[src/adc_pkg.sv]
// adc_pkg.sv: constants, register map and types of the converter control
// assumes apb with 32-bit data and word-aligned register slots
package adc_pkg;

  // ****************************************
  // bus geometry
  // ****************************************
  localparam int ADDR_W = 12;
  localparam int DATA_W = 32;

  // ****************************************
  // register indices, byte address is four times
  // ****************************************
  localparam logic [7:0] IDX_CONFIG = 8'h9F;
  localparam logic [7:0] IDX_CONTROL = 8'h1F;
  localparam logic [7:0] IDX_RES_HIGH = 8'h1E;
  localparam logic [7:0] IDX_RES_LOW = 8'h9E;
  localparam logic [7:0] IDX_INT_STATUS = 8'hA0;
  localparam logic [7:0] IDX_INT_MASK = 8'hA1;
  localparam logic [7:0] IDX_PORT_STATE = 8'hA2;

  // ****************************************
  // field positions
  // ****************************************
  localparam int CFG_JUSTIFY_BIT = 7;
  localparam int CFG_CODE_LSB = 0;
  localparam int CFG_CODE_W = 4;
  localparam int CTRL_ENABLE_BIT = 0;
  localparam int CTRL_GO_BIT = 2;
  localparam int CTRL_CHAN_LSB = 3;
  localparam int CHAN_W = 3;
  localparam int INT_DONE_BIT = 0;
  localparam int INT_REFUSED_BIT = 1;
  localparam int INT_W = 2;

  // ****************************************
  // widths and reset values
  // ****************************************
  localparam int RESULT_W = 10;
  localparam int PIN_CNT = 8;
  localparam int JUSTIFY_PAD = 6;
  localparam logic [7:0] CONFIG_RST = 8'h00;
  localparam logic [1:0] MASK_RST = 2'h0;
  localparam logic [7:0] REDUCED_KEEP = 8'h1F;

  // ****************************************
  // types
  // ****************************************
  typedef enum logic [1:0]
  {
    CONV_IDLE = 2'b00,
    CONV_BUSY = 2'b01
  } conv_state_t;

  // byte address of a register index
  function automatic logic [ADDR_W-1:0] reg_addr(input logic [7:0] idx);
    reg_addr = {2'b00, idx, 2'b00};
  endfunction

endpackage

[src/cfg_if.sv]
// cfg_if.sv: port configuration code and its decoded pin map
// assumes one producer of the code and one decoder
`timescale 1ns/1ps
interface cfg_if;
  logic [3:0] code;
  logic reduced;
  logic [7:0] analog;
  logic vref_pos;
  logic vref_neg;
  logic [3:0] nchan;

  modport ctl (output code, output reduced, input analog, input vref_pos,
               input vref_neg, input nchan);
  modport dec (input code, input reduced, output analog, output vref_pos,
               output vref_neg, output nchan);
endinterface

[src/adc_ctrl_top.sv]
// adc_ctrl_top.sv: converter control, apb registers and interrupt
// assumes an external converter core that pulses conv_done with data
//
// Design decision made here: the APB interface to the registers.
`timescale 1ns/1ps
module adc_ctrl_top
  import adc_pkg::*;
(
  // clock, reset, enable
  input logic pclk,
  input logic presetn,
  input logic ce,
  // apb slave
  input logic psel,
  input logic penable,
  input logic pwrite,
  input logic [ADDR_W-1:0] paddr,
  input logic [DATA_W-1:0] pwdata,
  output logic [DATA_W-1:0] prdata,
  output logic pready,
  output logic pslverr,
  // converter core
  output logic conv_enable,
  output logic conv_start,
  output logic [CHAN_W-1:0] conv_channel,
  input logic conv_done,
  input logic [RESULT_W-1:0] conv_data,
  // pin configuration
  input logic reduced_pins,
  output logic [PIN_CNT-1:0] pin_analog,
  output logic vref_pos_ext,
  output logic vref_neg_ext,
  // interrupt
  output logic irq
);

  // ****************************************
  // declarations
  // ****************************************
  logic [7:0] config_ff;
  logic [7:0] nxt_config;
  logic enable_ff;
  logic nxt_enable;
  logic [CHAN_W-1:0] chan_ff;
  logic [CHAN_W-1:0] nxt_chan;
  logic go_ff;
  logic nxt_go;
  conv_state_t state_ff;
  conv_state_t nxt_state;
  logic conv_start_ff;
  logic [INT_W-1:0] status_ff;
  logic [INT_W-1:0] nxt_status;
  logic [INT_W-1:0] mask_ff;
  logic [DATA_W-1:0] prdata_ff;
  logic [PIN_CNT-1:0] pin_analog_ff;
  logic vref_pos_ff;
  logic vref_neg_ff;
  logic [7:0] res_high;
  logic [7:0] res_low;

  // ****************************************
  // configuration decoder and result pair
  // ****************************************
  cfg_if cfg ();

  assign cfg.code = config_ff[CFG_CODE_LSB +: CFG_CODE_W];
  assign cfg.reduced = reduced_pins;

  port_config_decoder u_dec
  (
    .cfg (cfg.dec)
  );

  wire done_ev;

  result_formatter u_fmt
  (
    .pclk (pclk),
    .presetn (presetn),
    .ce (ce),
    .load (done_ev),
    .justify (config_ff[CFG_JUSTIFY_BIT]),
    .raw (conv_data),
    .res_high_ff (res_high),
    .res_low_ff (res_low)
  );

  // ****************************************
  // apb decode
  // ****************************************
  wire setup = psel & ~penable;
  wire access = psel & penable;
  wire wr_en = access & pwrite & ce;
  wire sel_config = paddr == reg_addr(IDX_CONFIG);
  wire sel_control = paddr == reg_addr(IDX_CONTROL);
  wire sel_res_high = paddr == reg_addr(IDX_RES_HIGH);
  wire sel_res_low = paddr == reg_addr(IDX_RES_LOW);
  wire sel_status = paddr == reg_addr(IDX_INT_STATUS);
  wire sel_mask = paddr == reg_addr(IDX_INT_MASK);
  wire sel_port = paddr == reg_addr(IDX_PORT_STATE);
  wire mapped = sel_config | sel_control | sel_res_high | sel_res_low |
                sel_status | sel_mask | sel_port;

  // zero wait states, freeze while clock enable is low
  assign pready = ce;
  assign pslverr = access & ce & ~mapped;

  wire wr_config = wr_en & sel_config;
  wire wr_control = wr_en & sel_control;
  wire wr_status = wr_en & sel_status;
  wire wr_mask = wr_en & sel_mask;

  // ****************************************
  // configuration register
  // ****************************************
  // bits six to four unstored
  assign nxt_config = {pwdata[CFG_JUSTIFY_BIT], 3'b000,
                       pwdata[CFG_CODE_LSB +: CFG_CODE_W]};

  always_ff @(posedge pclk or negedge presetn)
  begin
    if (!presetn)
      config_ff <= CONFIG_RST;
    else if (wr_config)
      config_ff <= nxt_config;
  end

  // ****************************************
  // control register and start checks
  // ****************************************
  wire idle = state_ff == CONV_IDLE;
  wire busy = state_ff == CONV_BUSY;
  wire wr_enable = pwdata[CTRL_ENABLE_BIT];
  wire [CHAN_W-1:0] wr_chan = pwdata[CTRL_CHAN_LSB +: CHAN_W];
  wire go_wr = wr_control & pwdata[CTRL_GO_BIT];
  wire chan_ok = cfg.analog[wr_chan];
  wire start_ok = go_wr & idle & wr_enable & chan_ok;
  wire start_bad = go_wr & idle & ~(wr_enable & chan_ok);
  wire abort = busy & wr_control & ~wr_enable;

  assign done_ev = ce & busy & conv_done;

  // channel follows writes only while idle, enable follows them while idle and clears while busy
  assign nxt_enable = wr_control && (idle || !wr_enable) ? wr_enable
                                                         : enable_ff;
  assign nxt_chan = wr_control && idle ? wr_chan : chan_ff;

  always_ff @(posedge pclk or negedge presetn)
  begin
    if (!presetn)
    begin
      enable_ff <= 1'b0;
      chan_ff <= 3'h0;
    end
    else if (ce)
    begin
      enable_ff <= nxt_enable;
      chan_ff <= nxt_chan;
    end
  end

  // ****************************************
  // conversion sequencer
  // ****************************************
  always_comb
  begin
    nxt_state = state_ff;
    nxt_go = go_ff;
    case (state_ff)
      CONV_IDLE:
      begin
        if (start_ok)
        begin
          nxt_state = CONV_BUSY;
          nxt_go = 1'b1;
        end
      end
      CONV_BUSY:
      begin
        if (conv_done || abort)
        begin
          nxt_state = CONV_IDLE;
          nxt_go = 1'b0;
        end
      end
      default:
      begin
        nxt_state = CONV_IDLE;
        nxt_go = 1'b0;
      end
    endcase
  end

  always_ff @(posedge pclk or negedge presetn)
  begin
    if (!presetn)
    begin
      state_ff <= CONV_IDLE;
      go_ff <= 1'b0;
      conv_start_ff <= 1'b0;
    end
    else if (ce)
    begin
      state_ff <= nxt_state;
      go_ff <= nxt_go;
      conv_start_ff <= start_ok;
    end
  end

  assign conv_start = conv_start_ff;
  assign conv_enable = enable_ff;
  assign conv_channel = chan_ff;

  // ****************************************
  // interrupt status and mask
  // ****************************************
  wire [INT_W-1:0] int_set = {start_bad, done_ev};
  wire [INT_W-1:0] int_clr = wr_status ? pwdata[INT_W-1:0] : 2'h0;

  assign nxt_status = (status_ff & ~int_clr) | int_set;

  always_ff @(posedge pclk or negedge presetn)
  begin
    if (!presetn)
      status_ff <= 2'h0;
    else if (ce)
      status_ff <= nxt_status;
  end

  always_ff @(posedge pclk or negedge presetn)
  begin
    if (!presetn)
      mask_ff <= MASK_RST;
    else if (wr_mask)
      mask_ff <= pwdata[INT_W-1:0];
  end

  assign irq = |(status_ff & mask_ff);

  // ****************************************
  // pin configuration outputs
  // ****************************************
  always_ff @(posedge pclk or negedge presetn)
  begin
    if (!presetn)
    begin
      pin_analog_ff <= 8'hFF;
      vref_pos_ff <= 1'b0;
      vref_neg_ff <= 1'b0;
    end
    else if (ce)
    begin
      pin_analog_ff <= cfg.analog;
      vref_pos_ff <= cfg.vref_pos;
      vref_neg_ff <= cfg.vref_neg;
    end
  end

  assign pin_analog = pin_analog_ff;
  assign vref_pos_ext = vref_pos_ff;
  assign vref_neg_ext = vref_neg_ff;

  // ****************************************
  // read data
  // ****************************************
  wire [DATA_W-1:0] rd_config = {24'h0000_00, config_ff};
  wire [DATA_W-1:0] rd_control = {26'h000_0000, chan_ff, go_ff, 1'b0,
                                  enable_ff};
  wire [DATA_W-1:0] rd_high = {24'h0000_00, res_high};
  wire [DATA_W-1:0] rd_low = {24'h0000_00, res_low};
  wire [DATA_W-1:0] rd_status = {30'h0000_0000, status_ff};
  wire [DATA_W-1:0] rd_mask = {30'h0000_0000, mask_ff};
  wire [DATA_W-1:0] rd_port = {17'h0_0000, cfg.reduced, cfg.nchan,
                               vref_pos_ff, vref_neg_ff, pin_analog_ff};
  wire [DATA_W-1:0] rd_mux = ({DATA_W{sel_config}} & rd_config) |
                             ({DATA_W{sel_control}} & rd_control) |
                             ({DATA_W{sel_res_high}} & rd_high) |
                             ({DATA_W{sel_res_low}} & rd_low) |
                             ({DATA_W{sel_status}} & rd_status) |
                             ({DATA_W{sel_mask}} & rd_mask) |
                             ({DATA_W{sel_port}} & rd_port);

  // captured in setup, held through access
  always_ff @(posedge pclk or negedge presetn)
  begin
    if (!presetn)
      prdata_ff <= 32'h0000_0000;
    else if (ce && setup)
      prdata_ff <= rd_mux;
  end

  assign prdata = prdata_ff;

endmodule // adc_ctrl_top

[src/port_config_decoder.sv]
// port_config_decoder.sv: pin map, references and channel count
// assumes code and reduced flag are steady from flip-flops or straps
`timescale 1ns/1ps
module port_config_decoder
  import adc_pkg::*;
(
  // configuration link
  cfg_if.dec cfg
);

  // ****************************************
  // code table: {vref+ ext, vref- ext, analog map}
  // ****************************************
  function automatic logic [9:0] decode(input logic [3:0] c);
    case (c)
      4'h0: decode = {2'b00, 8'hFF};
      4'h1: decode = {2'b10, 8'hF7};
      4'h2: decode = {2'b00, 8'h1F};
      4'h3: decode = {2'b10, 8'h17};
      4'h4: decode = {2'b00, 8'h0B};
      4'h5: decode = {2'b10, 8'h03};
      4'h6: decode = {2'b00, 8'h00};
      4'h7: decode = {2'b00, 8'h00};
      4'h8: decode = {2'b11, 8'hF3};
      4'h9: decode = {2'b00, 8'h3F};
      4'hA: decode = {2'b10, 8'h37};
      4'hB: decode = {2'b11, 8'h33};
      4'hC: decode = {2'b11, 8'h13};
      4'hD: decode = {2'b11, 8'h03};
      4'hE: decode = {2'b00, 8'h01};
      default: decode = {2'b11, 8'h01};
    endcase
  endfunction

  logic [9:0] row;
  logic [7:0] keep;
  logic [3:0] cnt [PIN_CNT:0];

  assign row = decode(cfg.code);
  assign keep = cfg.reduced ? REDUCED_KEEP : 8'hFF;
  assign cfg.analog = row[7:0] & keep;
  assign cfg.vref_pos = row[9];
  assign cfg.vref_neg = row[8];

  assign cnt[0] = 4'h0;
  genvar i;
  generate
    for (i = 0; i < PIN_CNT; i++)
    begin : g_cnt
      assign cnt[i+1] = cnt[i] + {3'b000, cfg.analog[i]};
    end
  endgenerate
  assign cfg.nchan = cnt[PIN_CNT];

endmodule // port_config_decoder

[src/result_formatter.sv]
// result_formatter.sv: justified result byte pair
// assumes load is a one-cycle pulse with raw valid
`timescale 1ns/1ps
module result_formatter
  import adc_pkg::*;
(
  // clock and reset
  input logic pclk,
  input logic presetn,
  input logic ce,
  // result in
  input logic load,
  input logic justify,
  input logic [RESULT_W-1:0] raw,
  // byte pair out
  output logic [7:0] res_high_ff,
  output logic [7:0] res_low_ff
);

  logic [7:0] nxt_high;
  logic [7:0] nxt_low;

  assign nxt_high = justify ? {{JUSTIFY_PAD{1'b0}}, raw[9:8]} : raw[9:2];
  assign nxt_low = justify ? raw[7:0] : {raw[1:0], {JUSTIFY_PAD{1'b0}}};

  always_ff @(posedge pclk or negedge presetn)
  begin
    if (!presetn)
    begin
      res_high_ff <= 8'h00;
      res_low_ff <= 8'h00;
    end
    else if (ce && load)
    begin
      res_high_ff <= nxt_high;
      res_low_ff <= nxt_low;
    end
  end

endmodule // result_formatter

[config.mk]
export PLATFORM = sky130hd
export DESIGN_NAME = adc_ctrl_top
export DESIGN_NICKNAME = d
export VERILOG_FILES = /design/src/adc_pkg.sv /design/src/cfg_if.sv /design/src/adc_ctrl_top.sv /design/src/port_config_decoder.sv /design/src/result_formatter.sv
export SDC_FILE = /design/constraint.sdc
export NUM_CORES = 1
export LEC_CHECK = 0
export BUFFER_PORTS_ARGS = -buffer_cell sky130_fd_sc_hd__buf_2
export CAP_MARGIN = 20
export CELL_PAD_IN_SITES_DETAIL_PLACEMENT = 1
export CELL_PAD_IN_SITES_GLOBAL_PLACEMENT = 2
export CORE_MARGIN = 2
export CORE_UTILIZATION = 26
export DETAILED_ROUTE_END_ITERATION = 8
export PLACE_DENSITY = 0.79
export SLEW_MARGIN = 10
export SYNTH_ARGS = -nofsm -noshare
export SYNTH_HDL_FRONTEND = slang
export SYNTH_SLANG_ARGS = --single-unit
[constraint.sdc]
create_clock -name pclk -period 2.6 [get_ports pclk]
set_input_delay 0 -clock pclk [delete_from_list [all_inputs] [get_ports pclk]]
set_output_delay 0 -clock pclk [all_outputs]
set_load 0.02 [all_outputs]
# Yosys cells after proc, flatten, opt, wreduce, memory -nomap -nowiden
# Memories as Yosys holds them, arrays and structs flattened.
# Index checks and enable logic that the tools add are counted.
dict set report classes {
  addsub 7
  order_cmp 1
  eq_ne 10
  n_mux 12
  bitwise_logic 48
  reduce_logical 12
}
# operator count
set op_table {}
lappend op_table {{32-bit bitwise OR} 6}
lappend op_table {{32-bit by 8-bit AND with 32-bit output} 3}
lappend op_table {{32-bit by 2-bit AND with 32-bit output} 2}
lappend op_table {{12-bit by 10-bit == test with 1-bit output, second input constant} 5}
lappend op_table {{32-bit by 15-bit AND with 32-bit output} 1}
lappend op_table {{32-bit by 6-bit AND with 32-bit output} 1}
lappend op_table {{4-bit by 1-bit adder with 4-bit output} 6}
lappend op_table {{12-bit by 7-bit == test with 1-bit output, second input constant} 2}
lappend op_table {{8-bit 2-to-1 mux} 3}
lappend op_table {{1-bit AND} 20}
lappend op_table {{8-bit AND} 1}
lappend op_table {{2-bit 2-to-1 mux} 3}
lappend op_table {{1-bit bitwise OR} 6}
lappend op_table {{2-bit AND} 2}
lappend op_table {{1-bit logical AND} 4}
lappend op_table {{3-bit by 4-bit less-than comparator with 1-bit output, second input constant} 1}
lappend op_table {{2-bit by 1-bit != test with 1-bit output, second input constant} 2}
lappend op_table {{1-bit inverter} 4}
lappend op_table {{2-bit one-hot mux with 2 select lines} 1}
lappend op_table {{2-bit AND reduction} 2}
lappend op_table {{1-bit binary-select mux with 3-bit select} 1}
lappend op_table {{1-bit 2-to-1 mux} 3}
lappend op_table {{3-bit AND reduction} 1}
lappend op_table {{1-bit by 1-bit adder with 2-bit output} 1}
lappend op_table {{other kinds (8)} 9}
dict set report word_totals {
  regBits 75
  mem_bits_ro 160
  output_inout_bits 50
  wordCells 105
  memories 1
}
# memory words word_bits rd rd_clocked_by_memory_dff wr line_no
set memory_table {}
lappend memory_table {{(name not given)} 16 10 1 0 0 port_config_decoder.sv:15} ;# case (c)

# Logic depth before layout (Yosys ltp)
dict set report logic_depth {
  word_depth 11
  mapped_depth 13
  ltp_nobuf 13
}

# Hierarchy
# From an unflattened synthesis, not the netlist that was laid out.
dict set report hier_totals {
  hier_cells 319
  hier_area_um2 3434.5
}
# mod instances cells_per_inst area_each_um2
set by_module_without_submodules {}
lappend by_module_without_submodules {adc_ctrl_top 1 200 2283.4}
lappend by_module_without_submodules {result_formatter 1 72 814.5}
lappend by_module_without_submodules {port_config_decoder 1 47 336.6}

# Worst setup path after synthesis
# Ideal clock, no wire load.
dict set report synth_timing {
  kind {flip-flop to flip-flop}
  startpoint {register config_ff[1]}
  endpoint {register prdata_ff[11] (netlist: prdata[11])}
  setup_ps 117
  arrival_time_ps 2576
  required_time_ps 2483
  slack_ps -93
  path_stages_with_launch 13
  n_path_buf 0
  synth_period_minus_slack_ps 2693
  cell_sequence {dfrtp_1 -> inv_1 -> ha_1 -> nor2b_1 -> or2_2 -> o22ai_1 -> fa_1 -> inv_1 -> fa_1 -> inv_1 -> fa_1 -> nand3_1 -> nand2_1}
}
dict set report synth_between {
  word_cells_on_any_way 11
  classes_between {add/sub: 7; bitwise: 3; memory: 1}
}
# element line_no
set synth_lines {}
lappend synth_lines {{from (decl)} adc_ctrl_top.sv:40} ;# logic [7:0] config_ff;
lappend synth_lines {{from (signal assigned)} adc_ctrl_top.sv:125} ;# config_ff <= nxt_config;
lappend synth_lines {{memory 16 x 10 bit} n/a}
lappend synth_lines {{8-bit AND} port_config_decoder.sv:41} ;# assign cfg.analog = row[7:0] & keep;
lappend synth_lines {{net cfg.analog[3]} cfg_if.sv:7} ;# logic [7:0] analog;
lappend synth_lines {{4-bit by 1-bit adder with 4-bit output (5 in series)} port_config_decoder.sv:50} ;# assign cnt[i+1] = cnt[i] + {3'b000, cfg.analog[i]};
lappend synth_lines {{32-bit by 15-bit AND with 32-bit output} adc_ctrl_top.sv:281} ;# ({DATA_W{sel_port}} & rd_port);
lappend synth_lines {{32-bit bitwise OR} adc_ctrl_top.sv:280} ;# ({DATA_W{sel_mask}} & rd_mask) |
lappend synth_lines {{to (signal assigned)} adc_ctrl_top.sv:289} ;# prdata_ff <= rd_mux;
lappend synth_lines {{to (decl)} adc_ctrl_top.sv:54} ;# logic [DATA_W-1:0] prdata_ff;
# The timed path passes the listed nets, and every way through them passes these cells.
# A chain may end at the register's enable or synchronous reset.

# Worst setup path after layout
dict set report layout_timing {
  startpoint {register config_ff[0]}
  endpoint {register prdata_ff[11] (netlist: prdata[11])}
}
# Same word-level chain as after synthesis.

==> summary.txt <==
Status
  • Outcome: finished with violations
  • Violations in the final reports: hold timing, setup timing

Timing
  • Final Skew: 2.92 ps
  • Worst slew margin relative to its limit: 46.5%
  • Number of hold violations in the final report: 2
  • Setup repair after global routing missed its margin: yes
  • Number of pins exceeding their max-slew limit in the final report: 0
  • Fmax: 376 MHz
  • Count of endpoints failing setup in the final report: 3
  • Least-Margin Pin Slew: about 800 ps
  • Min setup slack post-route: -61.3 ps
  • Final worst hold slack: -1.24 ps
  • Final min period: between 2000 and 3000 ps
  • Crit share post-route: 102%

Yosys
  • Unique masters post-synth: between 50 and 60
  • Average cell area after synthesis: slightly below 10 sq um
  • Fraction of synthesis flops using an asynchronous set or reset pin: 100%
  • Number of warning messages in the yosys log: 0
  • Post-synth EDFFs: 0
  • Most instantiated flip-flop cell in the synthesis netlist: dfrtp_1
  • Post-synthesis instance area: roughly 3100 sq um
  • Number of storage elements in the synthesis netlist: 55
  • Post-synthesis instance total: 326
  • Fraction of the yosys area taken by sequential cells: between 40% and 50%

Clock network
  • H-tree levels: 2
  • CTS clk-pin slew, worst paths: 70 ps
  • Number of clock sinks: 55
  • Clock tree from TritonCTS: done
  • Clock Latency Late Sink: 290 ps
  • Clock root buffer master: clkbuf_16
  • Buffer depth of the longest clock path: 2
  • Number of buffers created by CTS: 5

Worst hold path
  • Type of the most critical hold path: in -> reg

Finish
  • Fraction of final layout cells sized beyond drive strength 1: 38.9%
  • Post-route insts no fill: around 580
  • Combined flip-flop and latch cell area: about 1400 sq um
  • Filler instances: about 1,400
  • Antenna fix cells: 0
  • Area of the multi-input gates: between 1500 and 2000 sq um
  • Growth of design area from synthesis to finish: 31.0%
  • Final net count: 498
  • Most frequent cells in the layout: buf_2, nand2_1, dfrtp_1
  • Most frequent standard cell in the layout excluding fill and tap cells: buf_2

Run
  • Count of maximum capacitance violations: 0

Power and ir drop
  • Design Power: 0.00181 W
  • Total leakage power: 1.96 nW
  • Power density over the cells: approximately 440 nW/um^2
  • Worst ir drop on vdd: roughly 220 uV

Place
  • Setup Slack @ Placement: -169 ps
  • Count of buffers inserted at the top-level ports: a little under 70
  • Placed Cells incl. Taps: ~540
  • Hpwl dp: around 7.2 mm
  • Final RePlAce weighted congestion: slightly below 0.9

Route
  • Number of vias in the routed layout: about 2,700
  • Post-detailed-route count of antenna-violating nets: 0
  • Number of iterations in the first detailed-routing pass: 4
  • Detailed-route wire length: 9.66 mm
  • Detailed-route vias per instance: roughly 4.7
  • Final routed DRC violation total: 0
  • Final routed wire length divided by cell count: approximately 17 um
  • Initial drt markers: slightly above 80

Critical path
  • Top fanout value on the critical path: 4
  • Kind of end point of the critical path: register
  • Crit path DAT: about 2900 ps
  • Worst Path Class, Setup: reg -> reg
  • Required time worst endpoint: about 2800 ps
  • Startpoint Class: register

Die
  • Die Height: 114 um
  • Floorplan core area: around 12,000 sq um
  • Starting density of the core: about a quarter
  • Number of placement rows: 40
  • I/O Pins: approximately 110
  • Die footprint: about 13,000 sq um
  • Horizontal die dimension: approximately 110 um

Global route
  • Initial antenna violation count: 0
  • Total GRT Usage: around 15%
  • Global-route wire length before repair: between 15 and 20 mm
  • Global-route congestion overflow total: 0
  • Vias in the first global route: between 2,000 and 3,000
  • Pin count of the biggest net entering global routing: 33
==> through the flow <==
stage          hold WS (ps)  util [%]  instance area (sq um)  TNS [ps]
3_3_place_gp           30.5      30.5                   3630     -79.9
6_report              -1.24      34.6                   4120      -144
3_5_place_dp           44.4      30.5                   3630      -297
5_1_grt                14.1      34.6                   4120      -426
4_1_cts                3.88      34.1                   4060      -108
2_1_floorplan          -296         -                   3210     -25.0
==> power by group <==
part           internal, W  total [W]  switching (W)
combinational    0.0000786   0.000212       0.000133
clock             0.000410   0.000718       0.000307
sequential        0.000870   0.000881      0.0000110
total              0.00136    0.00181       0.000452
==> cell usage after synthesis, types with 2 or more instances <==
| cell type | n | area, sq um |
|---|---|---|
| o21ai_0 | 27 | 135 |
| nand3_1 | 10 | 50.1 |
| nor3_4 | 2 | 32.5 |
| nor2b_1 | 3 | 18.8 |
| a21bo_2 | 3 | 30.0 |
| nor2_1 | 23 | 86.3 |
| clkbuf_1 | 11 | 41.3 |
| buf_4 | 20 | 150 |
| a221oi_1 | 3 | 26.3 |
| nand2_2 | 2 | 12.5 |
| or2_2 | 3 | 18.8 |
| a21boi_0 | 2 | 15.0 |
| nor3_1 | 3 | 15.0 |
| mux2_2 | 17 | 191 |
| a222oi_1 | 3 | 30.0 |
| mux2i_1 | 10 | 100 |
| a22oi_1 | 3 | 22.5 |
| ha_1 | 5 | 62.6 |
| nand2b_1 | 8 | 50.1 |
| o21ai_1 | 2 | 10.0 |
| dfstp_2 | 7 | 184 |
| fa_1 | 3 | 60.1 |
| inv_1 | 10 | 37.5 |
| nor4b_1 | 2 | 17.5 |
| a21o_1 | 2 | 15.0 |
| a21oi_1 | 12 | 60.1 |
| dfrtp_1 | 48 | 1200 |
| nand2_1 | 53 | 199 |
| buf_2 | 3 | 15.0 |
| nor4b_4 | 2 | 47.6 |
==> per-layer routing <==
metal	up-vias	track usage, %	part of all wire [%]
met5	-	0	0
met4	0	3.17	0.83
met1	1314	19.1	44
met3	8	2.23	3.7
li1	1300	-	-
met2	59	26.7	52
==> sequential cells by signal, indices dropped and copies added, names as in the netlist <==
name               cells
mask_ff                2
vref_pos_ext           1
config_ff              5
prdata                15
conv_channel           3
status_ff              2
vref_neg_ext           1
pin_analog             7
u_fmt.res_high_ff      8
go_ff                  1
conv_enable            1
conv_start             1
u_fmt.res_low_ff       8
==> area by class of cell <==
cell class,count,area share [%]
tap,147,4.47
inverter,10,0.973
multi-input combinational,242,39.5
clock buffer,7,3.71
timing repair buffer,114,17.4
sequential,55,33.7
clock inverter,1,0.182
==> worst max-delay path, stage by stage (launching register included) <==
cell,delay (ps)
dfrtp_2,450
ha_4,180
nor2b_2,130
or2_4,150
o22ai_4,80
fa_1,560
inv_2,40
fa_2,330
inv_2,80
fa_2,420
nand3_1,80
nand2_1,60
==> worst paths after layout <==
| check | from | to | slack (ps) | depth (start not counted) |
|---|---|---|---|---|
| max in group asynchronous | presetn | pin_analog[2] | 1630 | 3 |
| min reg2reg | prdata[9] | prdata[9] | 460 | 2 |
| min | conv_data[6] | u_fmt.res_high_ff[4] | -1 | 3 |
| max | config_ff[0] | prdata[11] | -60 | 11 |
| min in group asynchronous | presetn | prdata[10] | 250 | 2 |
| max reg2reg | config_ff[0] | prdata[11] | -60 | 11 |
==> cells by family after synthesis <==
logic type               Yosys count  synth area share [%]
multiplexers                      27                  9.28
AO/OA/AOI/OAI                     67                  13.9
XOR/XNOR                           1                 0.279
adder cells (fa/ha/maj)            8                  3.90
flip-flops                        55                  44.1
AND/OR/NAND/NOR                  122                  20.3
other                              1                 0.119
buffers and inverters             45                  8.12
==> repair_timing <==
action                     in CTS  in global routing
pin swaps                       8                  3
setup buffers                  14                  3
hold endpoints to repair       32                  0
hold buffers                   13                  0
gates resized for setup        11                  8
setup endpoints to repair       2                  4
Power figures use the tool's default switching activity.
